--- src/logic/bdp_pkg.sv ---
// shared constants and types for the burst ddr sram port
package bdp_pkg;
    localparam int ADDR_W = 20;
    localparam int DATA_W = 18;
    localparam int LANE_W = 9;
    localparam int BEATS = 4;
    localparam int BURST_W = DATA_W * BEATS;
    localparam int BEN_W = 2 * BEATS;
    // queued request layout: write flag, address, four beats, byte enables
    localparam int REQ_BEN_LSB = 0;
    localparam int REQ_DATA_LSB = REQ_BEN_LSB + BEN_W;
    localparam int REQ_ADDR_LSB = REQ_DATA_LSB + BURST_W;
    localparam int REQ_WR_BIT = REQ_ADDR_LSB + ADDR_W;
    localparam int REQ_W = REQ_WR_BIT + 1;
    localparam int FIFO_DEPTH = 4;
    // link edge positions counted from the load edge (edge 0)
    localparam int WR_FIRST = 2;
    localparam int RD_FIRST = 3;
    localparam int PIPE_LEN = 6;
    localparam int GAP_STAGE = 2;
    localparam logic [3:0] HOST_END_EDGE = 4'h8;
    // timing
    localparam int CLK_NS = 100;
    localparam int LINK_DIV = 2;
    localparam int LINK_NS = CLK_NS * LINK_DIV;
    localparam int LOCK_US = 20;
    localparam int LOCK_NS = LOCK_US * 1000;
    localparam int CNT_W = 9;
    localparam logic [CNT_W-1:0] DEV_LOCK_CYC = CNT_W'((LOCK_NS + LINK_NS - 1) / LINK_NS);
    localparam int HOST_LOCK_CYC = LOCK_NS / CLK_NS + 1;
    localparam int HOST_MARGIN_CYC = 16;
    localparam logic [CNT_W-1:0] HOST_WAIT_CYC = CNT_W'(HOST_LOCK_CYC + HOST_MARGIN_CYC);
    typedef logic [ADDR_W-1:0] bdp_addr_t;
    typedef logic [DATA_W-1:0] bdp_data_t;
    typedef enum logic [1:0] {BDP_WAIT, BDP_IDLE, BDP_BURST} bdp_host_st_t;
endpackage

--- src/logic/bdp_link_if.sv ---
`timescale 1ns/10ps
// link wires between the memory controller and the burst ddr sram
interface bdp_link_if;
    import bdp_pkg::*;
    logic link_clk;
    logic k_true;
    logic c_true;
    logic c_hold_high;
    logic load_strobe_n;
    logic rnw;
    bdp_addr_t addr;
    logic lower_byte_write_en_n;
    logic upper_byte_write_en_n;
    bdp_data_t hdq_o;
    logic hdq_oe;
    bdp_data_t ddq_o;
    logic ddq_oe;
    modport dev (
        input link_clk,
        input k_true,
        input c_true,
        input c_hold_high,
        input load_strobe_n,
        input rnw,
        input addr,
        input lower_byte_write_en_n,
        input upper_byte_write_en_n,
        input hdq_o,
        output ddq_o,
        output ddq_oe
    );
    modport host (
        output link_clk,
        output k_true,
        output c_true,
        output c_hold_high,
        output load_strobe_n,
        output rnw,
        output addr,
        output lower_byte_write_en_n,
        output upper_byte_write_en_n,
        output hdq_o,
        output hdq_oe,
        input ddq_o,
        input ddq_oe
    );
endinterface

--- src/logic/bdp_fifo.sv ---
`timescale 1ns/10ps
// small valid/ready fifo with registered flags
module bdp_fifo #(
    parameter int WIDTH = 8,
    parameter int DEPTH = 4
) (
    input wire logic clock,
    input wire logic sys_rst,
    input wire logic in_valid,
    output logic in_ready,
    input wire logic [WIDTH-1:0] in_data,
    output logic out_valid,
    input wire logic out_ready,
    output logic [WIDTH-1:0] out_data
);
    localparam int PW = $clog2(DEPTH);
    logic [WIDTH-1:0] mem_r [0:DEPTH-1];
    logic [PW-1:0] wp_r;
    logic [PW-1:0] rp_r;
    logic [PW:0] cnt_r;
    logic [PW:0] cnt_nxt;
    logic push;
    logic pop;
    logic not_full_r;
    logic not_empty_r;

    assign push = in_valid && not_full_r;
    assign pop = out_ready && not_empty_r;
    assign in_ready = not_full_r;
    assign out_valid = not_empty_r;
    assign out_data = mem_r[rp_r];
    assign cnt_nxt = cnt_r + (PW+1)'(push) - (PW+1)'(pop);

    // storage, no reset needed
    always_ff @(posedge clock) begin
        if (push) begin
            mem_r[wp_r] <= in_data;
        end
    end

    // pointers and flags; flags registered so ready is a flop
    always_ff @(posedge clock) begin
        if (sys_rst) begin
            wp_r <= '0;
            rp_r <= '0;
            cnt_r <= '0;
            not_full_r <= 1'b1;
            not_empty_r <= 1'b0;
        end else begin
            if (push) begin
                wp_r <= PW'((32'(wp_r) + 1) % DEPTH);
            end
            if (pop) begin
                rp_r <= PW'((32'(rp_r) + 1) % DEPTH);
            end
            cnt_r <= cnt_nxt;
            not_full_r <= (32'(cnt_nxt) != DEPTH);
            not_empty_r <= (cnt_nxt != '0);
        end
    end
endmodule

--- src/logic/bdp_ctrl_host.sv ---
`timescale 1ns/10ps
// memory controller end: queues bursts and drives the link
module bdp_ctrl_host (
    bdp_link_if.host lnk,
    input wire logic clock,
    input wire logic sys_rst,
    input wire logic req_valid,
    output logic req_ready,
    input wire logic req_write,
    input wire logic [bdp_pkg::ADDR_W-1:0] req_addr,
    input wire logic [bdp_pkg::BURST_W-1:0] req_data,
    input wire logic [bdp_pkg::BEN_W-1:0] req_ben_n,
    output logic resp_valid,
    output logic [bdp_pkg::BURST_W-1:0] resp_data,
    output logic link_ready
);
    import bdp_pkg::*;

    logic f_valid;
    logic f_ready;
    logic [REQ_W-1:0] f_data;
    logic [REQ_W-1:0] cur_r;
    bdp_host_st_t state_r;
    logic [CNT_W-1:0] wait_cnt_r;
    logic [3:0] ecnt_r;
    logic [3:0] nxt;
    logic [1:0] bidx;
    logic prep;
    logic nk;
    logic link_clk_r;
    logic rst_d_r;
    logic link_ready_r;
    logic k_r;
    logic ld_n_r;
    logic rnw_r;
    bdp_addr_t addr_r;
    logic lben_n_r;
    logic uben_n_r;
    bdp_data_t dq_o_r;
    logic dq_oe_r;
    bdp_data_t dq_s1_r;
    bdp_data_t dq_s2_r;
    logic oe_s1_r;
    logic oe_s2_r;
    logic [1:0] bcnt_r;
    logic [BURST_W-1:0] rbuf_r;
    logic resp_valid_r;
    logic [BURST_W-1:0] resp_data_r;

    bdp_fifo #(
        .WIDTH(REQ_W),
        .DEPTH(FIFO_DEPTH)
    ) u_fifo (
        .clock(clock),
        .sys_rst(sys_rst),
        .in_valid(req_valid),
        .in_ready(req_ready),
        .in_data({req_write, req_addr, req_data, req_ben_n}),
        .out_valid(f_valid),
        .out_ready(f_ready),
        .out_data(f_data)
    );

    // link edges come on the clocks where link_clk_r rises; outputs change a
    // clock earlier, as it falls, giving one full clock of setup
    assign prep = link_clk_r;
    assign nk = ~k_r;
    assign nxt = ecnt_r + 4'h1;
    assign bidx = 2'(nxt - 4'h2);
    // the queue stalls until the link is locked and idle
    assign f_ready = prep && nk && (state_r == BDP_IDLE) && f_valid;

    // reset entry is the clock where sys_rst is high and was low before
    always_ff @(posedge clock) begin
        rst_d_r <= sys_rst;
    end

    // link clock divider: cleared as reset begins, then left running so the
    // sram end, which only sees reset on link edges, is reset as well; the
    // link runs far below the pll floor, and that end still waits out its lock count before taking commands
    always_ff @(posedge clock) begin
        if (!sys_rst || rst_d_r) begin
            link_clk_r <= ~link_clk_r;
        end else begin
            link_clk_r <= 1'b0;
        end
    end

    // k and c alternate on every link edge without pause
    always_ff @(posedge clock) begin
        if (sys_rst) begin
            k_r <= 1'b0;
        end else if (prep) begin
            k_r <= nk;
        end
    end

    // sequencing: power-up wait, then one burst at a time
    always_ff @(posedge clock) begin
        if (sys_rst) begin
            state_r <= BDP_WAIT;
            wait_cnt_r <= '0;
            ecnt_r <= '0;
            link_ready_r <= 1'b0;
        end else begin
            unique case (state_r)
                BDP_WAIT: begin
                    wait_cnt_r <= wait_cnt_r + 1'b1;
                    if (wait_cnt_r == HOST_WAIT_CYC - 1'b1) begin
                        state_r <= BDP_IDLE;
                        link_ready_r <= 1'b1;
                    end
                end
                BDP_IDLE: begin
                    if (f_ready) begin
                        ecnt_r <= '0;
                        state_r <= BDP_BURST;
                    end
                end
                BDP_BURST: begin
                    if (prep) begin
                        ecnt_r <= nxt;
                        if (nxt == HOST_END_EDGE) begin
                            state_r <= BDP_IDLE;
                        end
                    end
                end
            endcase
        end
    end

    always_ff @(posedge clock) begin
        if (f_ready) begin
            cur_r <= f_data;
        end
    end

    // command and write data for the coming edge
    always_ff @(posedge clock) begin
        if (sys_rst) begin
            ld_n_r <= 1'b1;
            rnw_r <= 1'b1;
            addr_r <= '0;
            lben_n_r <= 1'b1;
            uben_n_r <= 1'b1;
            dq_o_r <= '0;
            dq_oe_r <= 1'b0;
        end else if (prep) begin
            ld_n_r <= ~f_ready;
            lben_n_r <= 1'b1;
            uben_n_r <= 1'b1;
            dq_oe_r <= 1'b0;
            if (f_ready) begin
                rnw_r <= ~f_data[REQ_WR_BIT];
                addr_r <= f_data[REQ_ADDR_LSB +: ADDR_W];
            end else if (state_r == BDP_BURST && cur_r[REQ_WR_BIT]
                         && nxt >= 4'(WR_FIRST) && nxt < 4'(WR_FIRST + BEATS)) begin
                dq_oe_r <= 1'b1;
                dq_o_r <= cur_r[REQ_DATA_LSB + 32'(bidx) * DATA_W +: DATA_W];
                lben_n_r <= cur_r[REQ_BEN_LSB + 2 * 32'(bidx)];
                uben_n_r <= cur_r[REQ_BEN_LSB + 2 * 32'(bidx) + 1];
            end
        end
    end

    // returned data crosses two flops; sampling on the rising phase keeps one
    // stable sample per beat because each beat lasts two clocks
    always_ff @(posedge clock) begin
        dq_s1_r <= lnk.ddq_o;
        dq_s2_r <= dq_s1_r;
        oe_s1_r <= lnk.ddq_oe;
        oe_s2_r <= oe_s1_r;
    end

    // gather four beats, first beat in the low word
    always_ff @(posedge clock) begin
        if (sys_rst) begin
            bcnt_r <= '0;
            resp_valid_r <= 1'b0;
            resp_data_r <= '0;
            rbuf_r <= '0;
        end else begin
            resp_valid_r <= 1'b0;
            if (link_clk_r && oe_s2_r) begin
                rbuf_r <= {dq_s2_r, rbuf_r[BURST_W-1:DATA_W]};
                bcnt_r <= bcnt_r + 1'b1;
                if (bcnt_r == 2'h3) begin
                    resp_valid_r <= 1'b1;
                    resp_data_r <= {dq_s2_r, rbuf_r[BURST_W-1:DATA_W]};
                end
            end
        end
    end

    assign lnk.link_clk = link_clk_r;
    assign lnk.k_true = k_r;
    assign lnk.c_true = k_r;
    assign lnk.c_hold_high = 1'b1;
    assign lnk.load_strobe_n = ld_n_r;
    assign lnk.rnw = rnw_r;
    assign lnk.addr = addr_r;
    assign lnk.lower_byte_write_en_n = lben_n_r;
    assign lnk.upper_byte_write_en_n = uben_n_r;
    assign lnk.hdq_o = dq_o_r;
    assign lnk.hdq_oe = dq_oe_r;
    assign resp_valid = resp_valid_r;
    assign resp_data = resp_data_r;
    assign link_ready = link_ready_r;
endmodule

--- src/flat_wrapper.sv ---
// flat-port wrapper written by rule: the top's interface ports become plain ports
module bdp_ctrl_host_flat import bdp_pkg::*;
  (clock, sys_rst, req_valid, req_ready, req_write, req_addr, req_data, req_ben_n, resp_valid, resp_data, link_ready, lnk_link_clk, lnk_k_true, lnk_c_true, lnk_c_hold_high, lnk_load_strobe_n, lnk_rnw, lnk_addr, lnk_lower_byte_write_en_n, lnk_upper_byte_write_en_n, lnk_hdq_o, lnk_hdq_oe, lnk_ddq_o, lnk_ddq_oe);
  bdp_link_if lnk_i ();
  input wire logic clock;
  input wire logic sys_rst;
  input wire logic req_valid;
  output logic req_ready;
  input wire logic req_write;
  input wire logic [bdp_pkg::ADDR_W-1:0] req_addr;
  input wire logic [bdp_pkg::BURST_W-1:0] req_data;
  input wire logic [bdp_pkg::BEN_W-1:0] req_ben_n;
  output logic resp_valid;
  output logic [bdp_pkg::BURST_W-1:0] resp_data;
  output logic link_ready;
  output wire logic [$bits(lnk_i.link_clk)-1:0] lnk_link_clk;
  output wire logic [$bits(lnk_i.k_true)-1:0] lnk_k_true;
  output wire logic [$bits(lnk_i.c_true)-1:0] lnk_c_true;
  output wire logic [$bits(lnk_i.c_hold_high)-1:0] lnk_c_hold_high;
  output wire logic [$bits(lnk_i.load_strobe_n)-1:0] lnk_load_strobe_n;
  output wire logic [$bits(lnk_i.rnw)-1:0] lnk_rnw;
  output wire logic [$bits(lnk_i.addr)-1:0] lnk_addr;
  output wire logic [$bits(lnk_i.lower_byte_write_en_n)-1:0] lnk_lower_byte_write_en_n;
  output wire logic [$bits(lnk_i.upper_byte_write_en_n)-1:0] lnk_upper_byte_write_en_n;
  output wire logic [$bits(lnk_i.hdq_o)-1:0] lnk_hdq_o;
  output wire logic [$bits(lnk_i.hdq_oe)-1:0] lnk_hdq_oe;
  input wire logic [$bits(lnk_i.ddq_o)-1:0] lnk_ddq_o;
  input wire logic [$bits(lnk_i.ddq_oe)-1:0] lnk_ddq_oe;
  assign lnk_link_clk = lnk_i.link_clk;
  assign lnk_k_true = lnk_i.k_true;
  assign lnk_c_true = lnk_i.c_true;
  assign lnk_c_hold_high = lnk_i.c_hold_high;
  assign lnk_load_strobe_n = lnk_i.load_strobe_n;
  assign lnk_rnw = lnk_i.rnw;
  assign lnk_addr = lnk_i.addr;
  assign lnk_lower_byte_write_en_n = lnk_i.lower_byte_write_en_n;
  assign lnk_upper_byte_write_en_n = lnk_i.upper_byte_write_en_n;
  assign lnk_hdq_o = lnk_i.hdq_o;
  assign lnk_hdq_oe = lnk_i.hdq_oe;
  assign lnk_i.ddq_o = lnk_ddq_o;
  assign lnk_i.ddq_oe = lnk_ddq_oe;
  bdp_ctrl_host u_core (.lnk(lnk_i), .clock(clock), .sys_rst(sys_rst), .req_valid(req_valid), .req_ready(req_ready), .req_write(req_write), .req_addr(req_addr), .req_data(req_data), .req_ben_n(req_ben_n), .resp_valid(resp_valid), .resp_data(resp_data), .link_ready(link_ready));
endmodule
--- config.mk ---
export PLATFORM = sky130hd
export DESIGN_NAME = bdp_ctrl_host_flat
export DESIGN_NICKNAME = d
export VERILOG_FILES = /design/src/logic/bdp_pkg.sv /design/src/logic/bdp_link_if.sv /design/src/logic/bdp_fifo.sv /design/src/logic/bdp_ctrl_host.sv /design/src/flat_wrapper.sv
export SDC_FILE = /design/constraint.sdc
export NUM_CORES = 1
export LEC_CHECK = 0
export BUFFER_PORTS_ARGS = -buffer_cell sky130_fd_sc_hd__buf_2
export CAP_MARGIN = 15
export CORE_UTILIZATION = 53
export DETAILED_ROUTE_END_ITERATION = 10
export PLACE_DENSITY = 0.85
export SYNTH_ARGS = -nofsm -noshare
export SYNTH_HDL_FRONTEND = slang
export SYNTH_HIERARCHICAL = 1
export SYNTH_SLANG_ARGS = --single-unit
export TNS_END_PERCENT = 20
--- constraint.sdc ---
create_clock -name clock -period 3.55 [get_ports clock]
set_input_delay 0.355 -clock clock [delete_from_list [all_inputs] [get_ports clock]]
set_output_delay 0.355 -clock clock [all_outputs]
set_load 0.03 [all_outputs]
Word level (Yosys, flattened, before mapping)
Memory sizes are Yosys's and may differ from the RTL's. A register that Yosys moved wholly into a read port is not among the register bits.
Index checks and enable logic that the tools add are counted.
Word-level totals
  RAM bits: 404
  flip-flop bits (word level): 357
  memories: 1
  output and inout bits: 122
Memories
  u_core.u_fifo.mem_r: words 4, bits a word 101, read ports 1, clocked after memory_dff 1, wr ports 1, RTL line bdp_fifo.sv:17  | logic [WIDTH-1:0] mem_r [0:DEPTH-1];
Operators by class
  equality and inequality tests: 10
  reductions and logical operators: 21
  multipliers: 1
  bitwise logic cells: 5
  shift-type cells: 1
  $lt $le $gt $ge: 4
  add/subtract/negate cells: 10
  multiplexer cells: 23
Operators with widths (count)
  indexed part select 101 x 33 -> 18 bit: 1
  less-than comparator 32 x 8 -> 1 bit (second input constant): 1
  two-way mux 2 bit: 6
  two-way mux 1 bit: 11
  adder 9 x 1 -> 9 bit (second input constant): 1
  equality test 9 x 8 -> 1 bit (second input constant): 1
  logical AND 1 bit: 9
  adder 4 x 7 -> 8 bit (first input constant): 1
  less-than comparator 3 x 8 -> 1 bit (second input constant): 1
  two-way mux 4 bit: 2
  != test 2 x 1 -> 1 bit (second input constant): 4
  one-hot mux 4 bit (2 select lines): 1
  binary-select mux 1 bit (select 7 bit): 1
  adder 2 x 1 -> 2 bit (second input constant): 3
  multiplier 2 x 4 -> 6 bit (second input constant): 1
  one-hot mux 2 bit (3 select lines): 1
  AND reduction 2 bit: 3
  AND reduction 3 bit: 2
  inverter 1 bit: 5
  adder 3 x 1 -> 4 bit (second input constant): 1
  adder 4 x 1 -> 4 bit (second input constant): 1
  equality test 2 bit (second input constant): 2
  equality test 4 bit (second input constant): 1
  >= comparator 4 x 2 -> 1 bit (second input constant): 1
  other kinds (14): 14

Depth between registers and ports, before layout
  depth in word-level cells: 7
  gate-level depth with buffers: 13

By module
Netlist, hierarchy kept.
Modules (own cells, without submodules)
  bdp_fifo: cells each 575, area each 15050.7 µm², instances 1
  bdp_ctrl_host: cells each 1005, area each 10659.0 µm², instances 1

Least setup slack after synthesis
No wires, ideal clock.
  path kind: reg-to-reg
  start point: register u_core.k_r (netlist: u_core/lnk.c_true)
  end point: register u_core.u_fifo.not_full_r (netlist: u_core/u_fifo/in_ready)
  clock period less this slack: 3570 ps
  stages on the path, launching flop included: 13
  slack: -20 ps
  library setup time: 134 ps
  arrival time: 3436 ps
  required time: 3416 ps
  cells stage by stage: dfxtp_1 and4bb_2 nand2_1 inv_1 buf_4 and2_1 ha_1 inv_1 ha_1 inv_1 fa_1 xnor2_1 or4b_1
Between the ends
  cells in the longest elaborated chain, start to end: 7
Ends and longest elaborated chain
  from (decl): RTL line bdp_ctrl_host.sv:33  | logic k_r;
  from (signal assigned): RTL line bdp_ctrl_host.sv:94  | k_r <= nk;
  inverter 1 bit: RTL line bdp_ctrl_host.sv:67  | assign nk = ~k_r;
  logical AND 1 bit (3 in a row): RTL line bdp_ctrl_host.sv:71  | assign f_ready = prep && nk && (state_r == BDP_IDLE) && f_valid;
  net u_core.f_ready: RTL line bdp_ctrl_host.sv:20  | logic f_ready;
  logical AND 1 bit: RTL line bdp_fifo.sv:28  | assign pop = out_ready && not_empty_r;
  net u_core.u_fifo.pop: RTL line bdp_fifo.sv:23  | logic pop;
  subtractor 3 x 1 -> 3 bit: RTL line bdp_fifo.sv:32  | assign cnt_nxt = cnt_r + (PW+1)'(push) - (PW+1)'(pop);
  != test 3 bit: RTL line bdp_fifo.sv:57  | not_full_r <= (32'(cnt_nxt) != DEPTH);
  to (signal assigned): RTL line bdp_fifo.sv:57
  to (decl): RTL line bdp_fifo.sv:24  | logic not_full_r;
The timed path passes the listed nets, and every way through them passes these cells.
A chain may end at the register's enable or synchronous reset.

==> flow_summary.json <==
{
  "crit_path_frequent_cell": "buf_4",
  "period_needed_ns": 2.84,
  "die_height_um": 222,
  "cts_num_sinks": 725,
  "grt_pass1_vias": 15700,
  "synthSimpleGateAreaFrac_pct": 6.25,
  "async_flop_share_pct": 0,
  "dp_cells": 2371,
  "p_clk_share_pct": 41.4,
  "dp_hpwl_um": 34100,
  "yosys_register_bits": 725,
  "dieWidth_um": 222,
  "hold_violations": 0,
  "cts.reportedPaths.clkPinSlew_ns": 0.06,
  "synth_fa_ha_area_share_pct": 0.613,
  "start_kind": "flop",
  "top_level_ports": 245,
  "drtAntennaViolNets": 0,
  "synth.largest_area_cell": "edfxtp_1",
  "route.detailed.wl_per_inst_um": 22.6,
  "layout-drive-gt1-share_pct": 25.5,
  "slowest_delay_ns": 0.71,
  "synth_most_common_cell": "edfxtp_1",
  "rows": 80,
  "synth_area_leaders": "edfxtp_1 (57%), dfxtp_1 (19%), mux4_2 (11%)",
  "crit_chain": "and4bb_2, nand2_1, inv_4, buf_4, buf_4, nand3_1, xor2_1, nor2_1",
  "syn_area_um2": 25700,
  "crit_type": "reg -> reg",
  "p_int_w": 0.0141,
  "arrival_ns": 3.29,
  "yosys-top-cells-count": "edfxtp_1 (485), nand2_1 (306), dfxtp_1 (240)",
  "hp-class": "in -> reg",
  "drtIter0Drc": 1533,
  "clock-root-buffer": "clkbuf_16",
  "htree_levels": 3,
  "grt_max_degree": 131,
  "ys_types": 45,
  "finClkSkew_ns": 0.0181,
  "cap_viol_max_count": 0,
  "vias": 15100,
  "seqPwrFrac_pct": 53.5,
  "synth_xor_xnor_area_share_pct": 0.638,
  "power_density_nw_per_um2": 578,
  "slowest_stage": "buf_4",
  "numCtsBuffers": 72,
  "cp_max_fo": 54,
  "stdcell_count": 2625,
  "yosysTopAreaCellShare_pct": 56.6,
  "ys.flop_type": "edfxtp_1",
  "grt_pass1_wl_um": 90700,
  "nFillCells": 3100,
  "placement.io_buffers": 243,
  "synth_seq_area_share_pct": 75.3,
  "ctsLongestPathBuffers": 3,
  "drt_pass1_iterations": 5,
  "fin_crit_sh_pct": 80.1,
  "antenna_found_initial": 4,
  "postCtsSetupBuffers": 0,
  "die_area_um2": 49400,
  "core_um2": 47700,
  "slew_viol_final": 0,
  "ir_worst_vdd_mv": 0.496,
  "grtUsageTotal_pct": 24.4,
  "p_leak_nw": 10.7,
  "synth.avg_cell_area_um2": 16.3,
  "syn-num-nets": 1715,
  "synth_edf_count": 485,
  "reg2reg_slack_ns": 0.71,
  "timing.fmax_ghz": 0.352,
  "setup_viol": 0,
  "fin_nets": 2085,
  "rsz0062_at_grt": "false",
  "p_switching_w": 0.00383,
  "cts_tree": "done",
  "muxShareOfSynthArea_pct": 10.7,
  "yosys_warnings": 6,
  "worst_slew_pin_slew_ns": 1.07,
  "synth_top_family_by_area": "multiplexers",
  "cp_num_buf_inv": 3,
  "status": "finished clean",
  "overflow": 0,
  "combPwrFrac_pct": 5.1,
  "gp_congestion": 0.863,
  "drt-total-wl_um": 59200,
  "synth_compound_area_share_pct": 4.34,
  "syn_to_final_growth_pct": 20.9,
  "crit_required_ns": 3.99,
  "finalSetupTns_ns": 0,
  "netSwitchingFraction_pct": 21.3,
  "drcViolationCount": 0,
  "viasPerCell": 5.74,
  "synthCells": 1580,
  "critPathTopFamily": "buffers and inverters",
  "clk_latency_ns": 0.61,
  "slew_headroom_pct": 28.3,
  "worstSetupEndpointType": "flop",
  "start_util_pct": 53.8
}
-- placed cells by master, fill, tap and decap left out, types with 12 or more instances in the layout --
master	synthesis	final
dfxtp_1	240	237
edfxtp_1	485	485
nand2_1	306	305
inv_1	13	12
a21oi_1	178	178
buf_2	20	242
buf_4	9	19
clkbuf_16	0	73
mux4_2	121	121
o31ai_1	18	18
nand4_1	19	19
nor2_1	27	27
dlygate4sd3_1	0	120
clkbuf_1	48	17
clkinv_1	0	12
-- stage by stage --
stage | hold slack, ns | area, um2 | power [W] | utilization, % | setup WS, ns
after global routing | 0.0819 | 31100 | 0.0184 | 65.1 | 0.517
after floorplan | 0.310 | 25700 | 0.0102 | - | 0.0518
after global placement | 0.311 | 27500 | 0.0105 | 57.7 | 0.849
final | 0.0951 | 31100 | 0.0180 | 65.1 | 0.705
after CTS | 0.0521 | 31100 | 0.0180 | 65.1 | 0.742
after detailed placement | 0.315 | 27500 | 0.0106 | 57.7 | 0.748
-- cell type report --
class	count	area (um2)	area share, %
flip-flops and latches	725	19400	62.4
multi-input cells	749	5840	18.8
repair buffers	389	2710	8.71
clock buffers	91	1900	6.13
well taps	615	769	2.48
clock inverters	39	414	1.33
inverters	13	51.3	0.165
diodes	4	10.0	0.0322
-- flip-flops by register name, summed over array words and instances (netlist names), 4 cells and up, named ones only --
name                 flops
u_core/wait_cnt_r        9
u_core/dq_s1_r          18
u_core/lnk.hdq_o        18
u_core/dq_s2_r          18
u_core/rbuf_r           54
u_core/cur_r            81
u_core/ecnt_r            4
u_core/resp_data        72
u_core/lnk.addr         20
u_core/u_fifo/mem_r    404
-- tightest hold or removal path, cell delays in order --
cell     delay [ns]
buf_2          0.14
nand3_1        0.09
a21oi_1        0.06
-- power by group through the flow --
stage                     Clock [W]  Sequential (W)  Combinational [W]
after floorplan                   0         0.00978           0.000443
after global placement            0         0.00974           0.000759
after detailed placement          0         0.00978           0.000789
after CTS                   0.00750         0.00961           0.000907
after global routing        0.00784         0.00964           0.000970
final                       0.00743         0.00961           0.000909
-- timing repair --
item / CTS / global route
resized for setup: 0 / 0
endpoints found under the hold margin: 423 / 0
hold buffers: 120 / 0
-- layer usage --
metal / up-vias / track usage, % / wire length (um) / share of wire (%)
li1: 6645 / - / - / -
met1: 7535 / 28.7 / 21600 / 37
met2: 755 / 42.6 / 30500 / 52
met3: 144 / 5.54 / 4550 / 7.7
met4: 0 / 11.3 / 2530 / 4.3
met5: - / 0 / 0 / 0
-- final timing paths --
kind / from / endpoint / depth (start not counted)
hold reg to reg: u_core/dq_s1_r[0] / u_core/dq_s2_r[0] / 0
setup / recovery: u_core/state_r[1] / flop / 8
hold / removal: req_valid / u_core/u_fifo/wp_r[1] / 3
setup reg to reg: u_core/state_r[1] / flop / 8
-- cell families (layout without fill, tap and decap cells) --
family          count (synthesis)  after routing
other cells                     1              5
fa+ha+maj                      12             12
flops                         725            725
xor+xnor                       17             17
mux                           123            123
buf+inv                       106            532
simple gates                  386            386
compound gates                210            210
(Power assumes the default switching activity.)
